==> src/rtl/oaspe_defines.vh <==
`ifndef OASPE_DEFINES_VH
`define OASPE_DEFINES_VH
// opcodes handled by this executor
`define OASPE_OP_OR_A_IMM 8'h44
`define OASPE_OP_OR_DIR_A 8'h42
`define OASPE_OP_OR_DIR_IMM 8'h43
`define OASPE_OP_OR_C_BIT 8'h72
`define OASPE_OP_OR_C_NBIT 8'hA0
`define OASPE_OP_POP 8'hD0
// machine cycles per instruction
`define OASPE_CYC_OR_A_IMM 2'h1
`define OASPE_CYC_OR_DIR_A 2'h1
`define OASPE_CYC_OR_DIR_IMM 2'h2
`define OASPE_CYC_OR_C_BIT 2'h2
`define OASPE_CYC_POP 2'h2
// direct address of the stack pointer register
`define OASPE_ADDR_STACK_POINTER 8'h81
// reset values
`define OASPE_RST_ACC 8'h00
`define OASPE_RST_STACK_POINTER 8'h07
`define OASPE_RST_PC 16'h0000
`endif

==> src/rtl/oaspe_decode.v <==
`timescale 1ns/1ps
`default_nettype none
`include "oaspe_defines.vh"
// opcode to instruction class and length
module oaspe_decode (
  // opcode
  input wire [7:0] opcode_in,
  // decoded class
  output reg [2:0] cls_out,
  output reg [1:0] nbytes_out,
  output reg [1:0] ncyc_out,
  output reg valid_out
);
  // one-hot free class codes; unknown opcodes are skipped as one byte
  always @* begin
    cls_out = 3'h0;
    nbytes_out = 2'h1;
    ncyc_out = 2'h1;
    valid_out = 1'b1;
    case (opcode_in)
      `OASPE_OP_OR_A_IMM: begin
        cls_out = 3'h1;
        nbytes_out = 2'h2;
        ncyc_out = `OASPE_CYC_OR_A_IMM; // RULE1
      end
      `OASPE_OP_OR_DIR_A: begin
        cls_out = 3'h2;
        nbytes_out = 2'h2;
        ncyc_out = `OASPE_CYC_OR_DIR_A;
      end
      `OASPE_OP_OR_DIR_IMM: begin
        cls_out = 3'h3;
        nbytes_out = 2'h3;
        ncyc_out = `OASPE_CYC_OR_DIR_IMM; // RULE3
      end
      `OASPE_OP_OR_C_BIT: begin
        cls_out = 3'h4;
        nbytes_out = 2'h2;
        ncyc_out = `OASPE_CYC_OR_C_BIT; // RULE5
      end
      `OASPE_OP_OR_C_NBIT: begin
        cls_out = 3'h5;
        nbytes_out = 2'h2;
        ncyc_out = `OASPE_CYC_OR_C_BIT;
      end
      `OASPE_OP_POP: begin
        cls_out = 3'h6;
        nbytes_out = 2'h2;
        ncyc_out = `OASPE_CYC_POP; // RULE9
      end
      default: begin
        valid_out = 1'b0;
      end
    endcase
  end
endmodule
`default_nettype wire

==> src/rtl/oaspe_bitsel.v <==
`timescale 1ns/1ps
`default_nettype none
// bit address to byte address and bit value
module oaspe_bitsel (
  // bit address and fetched byte
  input wire [7:0] bitaddr_in,
  input wire [7:0] byte_in,
  input wire invert_in,
  // results
  output wire [7:0] byteaddr_out,
  output wire bit_out
);
  // low area maps to ram 0x20..0x2F, high area to sfr rows
  assign byteaddr_out = bitaddr_in[7] ? {bitaddr_in[7:3], 3'h0} :
    {4'h2, bitaddr_in[6:3]};
  // only the operand is complemented, never the stored bit
  assign bit_out = byte_in[bitaddr_in[2:0]] ^ invert_in; // RULE6
endmodule
`default_nettype wire

==> src/rtl/oaspe_exec.v <==
// Summary of operation
// RULE1 - or immediate into accumulator, one cycle
// RULE2 - or accumulator into direct byte
// RULE3 - or immediate into direct byte, two cycles
// RULE4 - set carry if source bit one
// RULE5 - bit or opcode 0x72, two bytes, two cycles
// RULE6 - inverted form complements operand only
// RULE7 - bit or changes only the carry
// RULE8 - pop reads stack, decrements, stores direct
// RULE9 - pop opcode 0xD0, two bytes, two cycles
// RULE10 - pop into stack pointer: popped value wins
// RULE11 - pop changes no status flag
// RULE12 - byte or changes no status flag
// RULE13 - port operand read from output latch
// RULE14 - fetch opcode then operands, advance pc
`timescale 1ns/1ps
`default_nettype none
`include "oaspe_defines.vh"
module oaspe_exec (
  // clock and reset
  input wire mclk_in,
  input wire rst_in,
  // program memory
  output reg [15:0] prog_addr_out,
  input wire [7:0] prog_data_in,
  // data space (ram and sfr); reads are combinational
  output reg [7:0] data_addr_out,
  input wire [7:0] data_rdata_in,
  output reg data_latch_sel_out,
  output reg [7:0] data_wdata_out,
  output reg data_we_out,
  // core state
  output reg [7:0] acc_out,
  output reg carry_out,
  output reg [7:0] stack_pointer_out,
  output reg [15:0] pc_out,
  output wire busy_out,
  output reg done_out,
  output reg illegal_out
);
  localparam ST_FETCH = 3'h0;
  localparam ST_OPND1 = 3'h1;
  localparam ST_OPND2 = 3'h2;
  localparam ST_EXEC = 3'h3;
  localparam ST_WAIT = 3'h4;

  reg [2:0] state_q;
  reg [7:0] op_q;
  reg [7:0] b1_q;
  reg [7:0] b2_q;
  reg [1:0] cyc_q;
  reg [7:0] pop_val_q;
  wire [2:0] cls;
  wire [1:0] nbytes;
  wire [1:0] ncyc;
  wire op_valid;
  wire [7:0] bit_byteaddr;
  wire bit_val;
  wire [2:0] cur_cls;
  wire [1:0] cur_nbytes;

  // decode of the freshly fetched opcode
  oaspe_decode u_dec_new (
    .opcode_in(prog_data_in),
    .cls_out(cls),
    .nbytes_out(nbytes),
    .ncyc_out(ncyc),
    .valid_out(op_valid)
  );

  // decode of the held opcode for later states
  oaspe_decode u_dec_cur (
    .opcode_in(op_q),
    .cls_out(cur_cls),
    .nbytes_out(cur_nbytes),
    .ncyc_out(),
    .valid_out()
  );

  // bit operand for the carry forms
  oaspe_bitsel u_bit (
    .bitaddr_in(b1_q),
    .byte_in(data_rdata_in),
    .invert_in(cur_cls == 3'h5),
    .byteaddr_out(bit_byteaddr),
    .bit_out(bit_val)
  );

  assign busy_out = (state_q != ST_FETCH);

  // data-space address and write during execute and the second pop cycle
  always @* begin
    data_addr_out = 8'h00;
    data_wdata_out = 8'h00;
    data_we_out = 1'b0;
    // read-modify-write takes port operand from its latch
    data_latch_sel_out = (state_q == ST_EXEC) &&
      ((cur_cls == 3'h2) || (cur_cls == 3'h3)); // RULE13
    prog_addr_out = pc_out;
    if (state_q == ST_EXEC) begin
      case (cur_cls)
        3'h2: begin
          data_addr_out = b1_q;
          data_wdata_out = data_rdata_in | acc_out; // RULE2
          data_we_out = 1'b1;
        end
        3'h3: begin
          data_addr_out = b1_q;
          data_wdata_out = data_rdata_in | b2_q; // RULE3
          data_we_out = 1'b1;
        end
        3'h4, 3'h5: begin
          data_addr_out = bit_byteaddr; // read only, bit untouched
        end
        3'h6: begin
          data_addr_out = stack_pointer_out; // RULE8
        end
        default: begin
          data_addr_out = 8'h00;
        end
      endcase
    end else if (state_q == ST_WAIT && cur_cls == 3'h6) begin
      // second pop cycle stores into the destination
      data_addr_out = b1_q;
      data_wdata_out = pop_val_q; // RULE8
      data_we_out = (b1_q != `OASPE_ADDR_STACK_POINTER);
    end
  end

  // sequencer: fetch, operands, execute, pad to cycle count
  always @(posedge mclk_in or posedge rst_in) begin
    if (rst_in) begin
      state_q <= ST_FETCH;
      op_q <= 8'h00;
      b1_q <= 8'h00;
      b2_q <= 8'h00;
      cyc_q <= 2'h0;
      pop_val_q <= 8'h00;
      acc_out <= `OASPE_RST_ACC;
      carry_out <= 1'b0;
      stack_pointer_out <= `OASPE_RST_STACK_POINTER;
      pc_out <= `OASPE_RST_PC;
      done_out <= 1'b0;
      illegal_out <= 1'b0;
    end else begin
      done_out <= 1'b0;
      case (state_q)
        ST_FETCH: begin
          // opcode first, then operands in order
          op_q <= prog_data_in; // RULE14
          pc_out <= pc_out + 16'h0001; // RULE14
          illegal_out <= ~op_valid;
          cyc_q <= ncyc;
          if (!op_valid) begin
            done_out <= 1'b1; // unknown opcode skipped as one byte
          end else if (nbytes == 2'h1) begin
            state_q <= ST_EXEC;
          end else begin
            state_q <= ST_OPND1;
          end
        end
        ST_OPND1: begin
          b1_q <= prog_data_in; // RULE14
          pc_out <= pc_out + 16'h0001;
          state_q <= (cur_nbytes == 2'h3) ? ST_OPND2 : ST_EXEC;
        end
        ST_OPND2: begin
          b2_q <= prog_data_in; // RULE14
          pc_out <= pc_out + 16'h0001;
          state_q <= ST_EXEC;
        end
        ST_EXEC: begin
          case (cur_cls)
            3'h1: begin
              acc_out <= acc_out | b1_q; // RULE1 RULE12
            end
            3'h4, 3'h5: begin
              // only carry ever changes, and only towards one
              if (bit_val) begin
                carry_out <= 1'b1; // RULE4 RULE7
              end
            end
            3'h6: begin
              pop_val_q <= data_rdata_in;
              stack_pointer_out <= stack_pointer_out - 8'h01; // RULE8 RULE11
            end
            default: begin
              carry_out <= carry_out;
            end
          endcase
          if (cyc_q > 2'h1) begin
            cyc_q <= cyc_q - 2'h1;
            state_q <= ST_WAIT;
          end else begin
            state_q <= ST_FETCH;
            done_out <= 1'b1;
          end
        end
        ST_WAIT: begin
          // decrement already done, so the popped value wins
          if (cur_cls == 3'h6 && b1_q == `OASPE_ADDR_STACK_POINTER) begin
            stack_pointer_out <= pop_val_q; // RULE10
          end
          state_q <= ST_FETCH;
          done_out <= 1'b1;
        end
        default: begin
          state_q <= ST_FETCH;
        end
      endcase
    end
  end
endmodule
`default_nettype wire

==> config.mk <==
export PLATFORM = sky130hd
export DESIGN_NAME = oaspe_exec
export DESIGN_NICKNAME = d
export VERILOG_FILES = /design/src/rtl/oaspe_decode.v /design/src/rtl/oaspe_bitsel.v /design/src/rtl/oaspe_exec.v
export VERILOG_INCLUDE_DIRS = /design/src /design/src/rtl
export SDC_FILE = /design/constraint.sdc
export NUM_CORES = 1
export LEC_CHECK = 0
export ABC_AREA = 1
export ABC_CLOCK_PERIOD_IN_PS = 5310
export BUFFER_PORTS_ARGS = -buffer_cell sky130_fd_sc_hd__buf_2
export CORE_MARGIN = 2
export CORE_UTILIZATION = 44
export CTS_BUF_LIST = sky130_fd_sc_hd__clkbuf_8
export DETAILED_ROUTE_END_ITERATION = 8
export GPL_ROUTABILITY_DRIVEN = 0
export PLACE_DENSITY_LB_ADDON = 0.12
export SLEW_MARGIN = 20
export SYNTH_ARGS = -nofsm -noshare
export SYNTH_HDL_FRONTEND = slang
export SYNTH_SLANG_ARGS = --single-unit
export TNS_END_PERCENT = 1
==> constraint.sdc <==
create_clock -name mclk_in -period 5.31 [get_ports mclk_in]
set_input_delay 0.2655 -clock mclk_in [delete_from_list [all_inputs] [get_ports mclk_in]]
set_output_delay 0.2655 -clock mclk_in [all_outputs]
set_load 0.02 [all_outputs]
==> key figures <==
Synth
  • Syn Area/Cell: 7.52 um2
  • Mapped Area: a little over 4000 um2
  • Post-Synthesis Cells: 547
  • XOR/XNOR Fraction of Synth Area: ~3.8%
  • Largest family of logic cells by synthesized area: simple AND/OR/NAND/NOR gates
  • Synth Register Bits: between 70 and 80
  • Synth area leaders: dfrtp_1, nand2_1, o21ai_0
  • Synth cell types: 34
  • Compound-cell area share of the yosys netlist: between 10 and 15%
  • Sequential share of the synthesized area: a little over two fifths
  • Post-Synth Adder-Cell Area: 0.912%
  • Simple-gate area share of the yosys netlist: 28.1%
  • Synth Net Count: about 570
  • Top cell type's share of synthesized area: between 40% and 50%
  • Post-synthesis mux area share: 0.791%
  • Yosys top cell by area: dfrtp_1
  • Syn. warnings: 0

Min path
  • Worst min-delay path category: primary input to flip-flop

Clock tree
  • Clock latency on the worst-skew pair: 0.34 ns
  • CTS tree: built
  • Num Clock Sinks: 72
  • H-tree depth: 3
  • Cts repair resizes: 0
  • Setup bufs post-CTS: 0
  • CTS buffer count: 9
  • Clk pin slew, worst setup/hold paths: 0.08 ns
  • CTS Root Cell: clkbuf_8
  • CTS max path bufs: 2
  • # hold bufs at CTS: 0

Timing
  • # setup viols final: 0
  • Clock Skews: around 0.0077 ns
  • Slew Viols, Final: 0
  • Final Hold Viols: 0
  • RSZ-0062 raised after global routing: false
  • Setup TNS Final: 0 ns
  • Slew margin rel.: about two fifths
  • Slew @ Worst Pin: 0.914 ns
  • Minimum clock period: 2.80 ns
  • Hold Slack: 0.173 ns
  • Crit share post-route: a little over half
  • Fmax: 0.357 GHz

Global route
  • GRT Util Overall: 21.7%
  • Final global-route overflow total: 0
  • Largest net degree at the start of global routing: 73
  • Vias in the first global route: roughly 3500
  • First-pass GRT wire length: 17400 um
  • Antenna violations before repair: 0

Routing
  • Drt wl/cell: 14.2 um
  • Routed Antenna Nets: 0
  • DR iter-0 viols: 237
  • # DRC: 0
  • 1st-pass router iterations: 5
  • DR vias: 3735
  • Avg Vias per Cell: roughly 5.1
  • Final wirelength: ~10000 um

Final layout
  • Fillers: 897
  • Finished Layout Cells: 737
  • Synth-to-Final Area Change: 15.4%
  • Final nets: 642
  • Utilization after layout: 51.9%
  • Inserted Diodes: 0
  • Share of layout cells above drive strength 1: 21.9%

Die
  • Std-Cell Core Area: 9150 um2
  • Die area: 10100 um2
  • Top Ports: 88
  • Row count: 35
  • Die height: 101 um
  • Initial Utilization: 44.9%
  • Die Wd: 101 um

Placement
  • Placed cells: 721
  • Dpl hpwl: between 7000 and 8000 um
  • Port Buffers: just under 90

Worst setup path
  • Crit-path max FO: 15
  • Setup crit start kind: flip-flop
  • Arr. time, crit path: 2.54 ns
  • Kind of critical path: flip-flop to output port
  • Crit. End Element: output port
  • Critical Path RT: roughly 5.0 ns

Power
  • P per Cell Area: between 500 and 600 nW/um2
  • Peak VDD IR: 270 uV
  • P_leak: approximately 2.5 nW
  • Tot Pwr: 2.41 mW

Run status
  • Run status: completed

Flow run
  • Max cap viols: 0
[power by group]
part | total (mW) | internal (mW) | switching (mW) | leakage, nW
logic | 0.944 | 0.315 | 0.629 | 1.55
registers | 0.973 | 0.751 | 0.222 | 0.888
clock network | 0.491 | 0.266 | 0.225 | 0.107
total | 2.41 | 1.33 | 1.08 | 2.54
[cell usage in the layout, fill, tap and decap left out, drive strengths merged]
| master | netlist | layout |
|---|---|---|
| o21bai | 4 | 4 |
| dfstp | 3 | 3 |
| nand4 | 5 | 5 |
| nor3 | 15 | 15 |
| a21oi | 10 | 10 |
| nor2 | 44 | 44 |
| a21boi | 1 | 1 |
| ha | 3 | 3 |
| a22o | 1 | 1 |
| xnor2 | 5 | 5 |
| a211oi | 2 | 2 |
| clkbuf | 4 | 9 |
| mux2i | 1 | 1 |
| o21ai | 67 | 67 |
| dfrtp | 69 | 69 |
| nand2 | 172 | 172 |
| xor2 | 13 | 13 |
| bufinv | 0 | 2 |
| mux2 | 2 | 2 |
| clkinvlp | 0 | 2 |
| buf | 21 | 88 |
| inv | 69 | 71 |
| o211ai | 4 | 4 |
| clkinv | 0 | 1 |
| nand3 | 32 | 32 |
[cell usage after synthesis (all sizes together)]
library cell / instances
a211oi: 2
a21boi: 1
a21oi: 10
a22o: 1
buf: 21
clkbuf: 4
dfrtp: 69
dfstp: 3
ha: 3
inv: 69
mux2: 2
mux2i: 1
nand2: 172
nand3: 32
nand4: 5
nor2: 44
nor3: 15
o211ai: 4
o21ai: 67
o21bai: 4
xnor2: 5
xor2: 13
[per-layer routing]
layer | global-route usage, % | up-vias | part of all wire (%)
met2 | 33.9 | 107 | 45
li1 | - | 1879 | -
met3 | 2.98 | 8 | 4.7
met4 | 5.16 | 0 | 0.92
met1 | 32.0 | 1741 | 49
met5 | 0 | - | 0
[sequential cells by signal, summed over array words and instances (netlist names)]
signal	flops
carry_out	1
b2_q	8
pc_out	16
pop_val_q	8
done_out	1
state_q	3
b1_q	8
illegal_out	1
acc_out	8
stack_pointer_out	8
op_q	8
cyc_q	2
[metrics by stage]
stage | worst slack [ns] | area [um2]
after CTS | 2.51 | 4750
after global routing | 2.29 | 4750
after floorplan | 3.22 | 4110
after global placement | 3.02 | 4530
after detailed placement | 2.90 | 4530
final | 2.51 | 4750
[kinds of logic (layout without fill, tap and decap cells)]
kind of cell	count (synthesis)	count (layout)
DFF	72	72
adders and majority gates	3	3
buffers and inverters	94	173
xor gates and xnor gates	18	18
and+or+nand+nor	268	268
AOI/OAI and AO/OA	89	89
muxes	3	3
[worst max-delay path, stage by stage, from the launching register on]
cell	delay, ns
dfrtp_1	0.49
nor3_2	0.73
inv_2	0.16
nor2_4	0.35
inv_1	0.13
o21ai_1	0.15
buf_2	0.18
[path summary, 6_finish.rpt]
| check | start | to | slack [ns] | depth (start not counted) |
|---|---|---|---|---|
| worst max-delay path | state_q[0] | data_wdata_out[4] | 2.51 | 6 |
| worst min-delay path | prog_data_in[1] | op_q[1] | 0.17 | 3 |
| worst max register to register | state_q[0] | stack_pointer_out[6] | 3.12 | 6 |
| worst min register to register | carry_out | carry_out | 0.48 | 2 |
| max in group asynchronous | rst_in | b1_q[4] | 4.52 | 3 |
| min in group asynchronous | rst_in | stack_pointer_out[3] | 0.18 | 3 |
[cell type report]
cell class | instances | area, um2 | share of cell area (%)
Clock inverter | 7 | 96.3 | 2.03
Multi-Input combinational cell | 381 | 1880 | 39.6
Clock buffer | 9 | 124 | 2.61
Sequential cell | 72 | 1810 | 38.0
Timing Repair Buffer | 88 | 443 | 9.33
Tap cell | 111 | 139 | 2.93
Inverter | 69 | 259 | 5.46
Note: power is estimated with default switching activity, not from simulation.
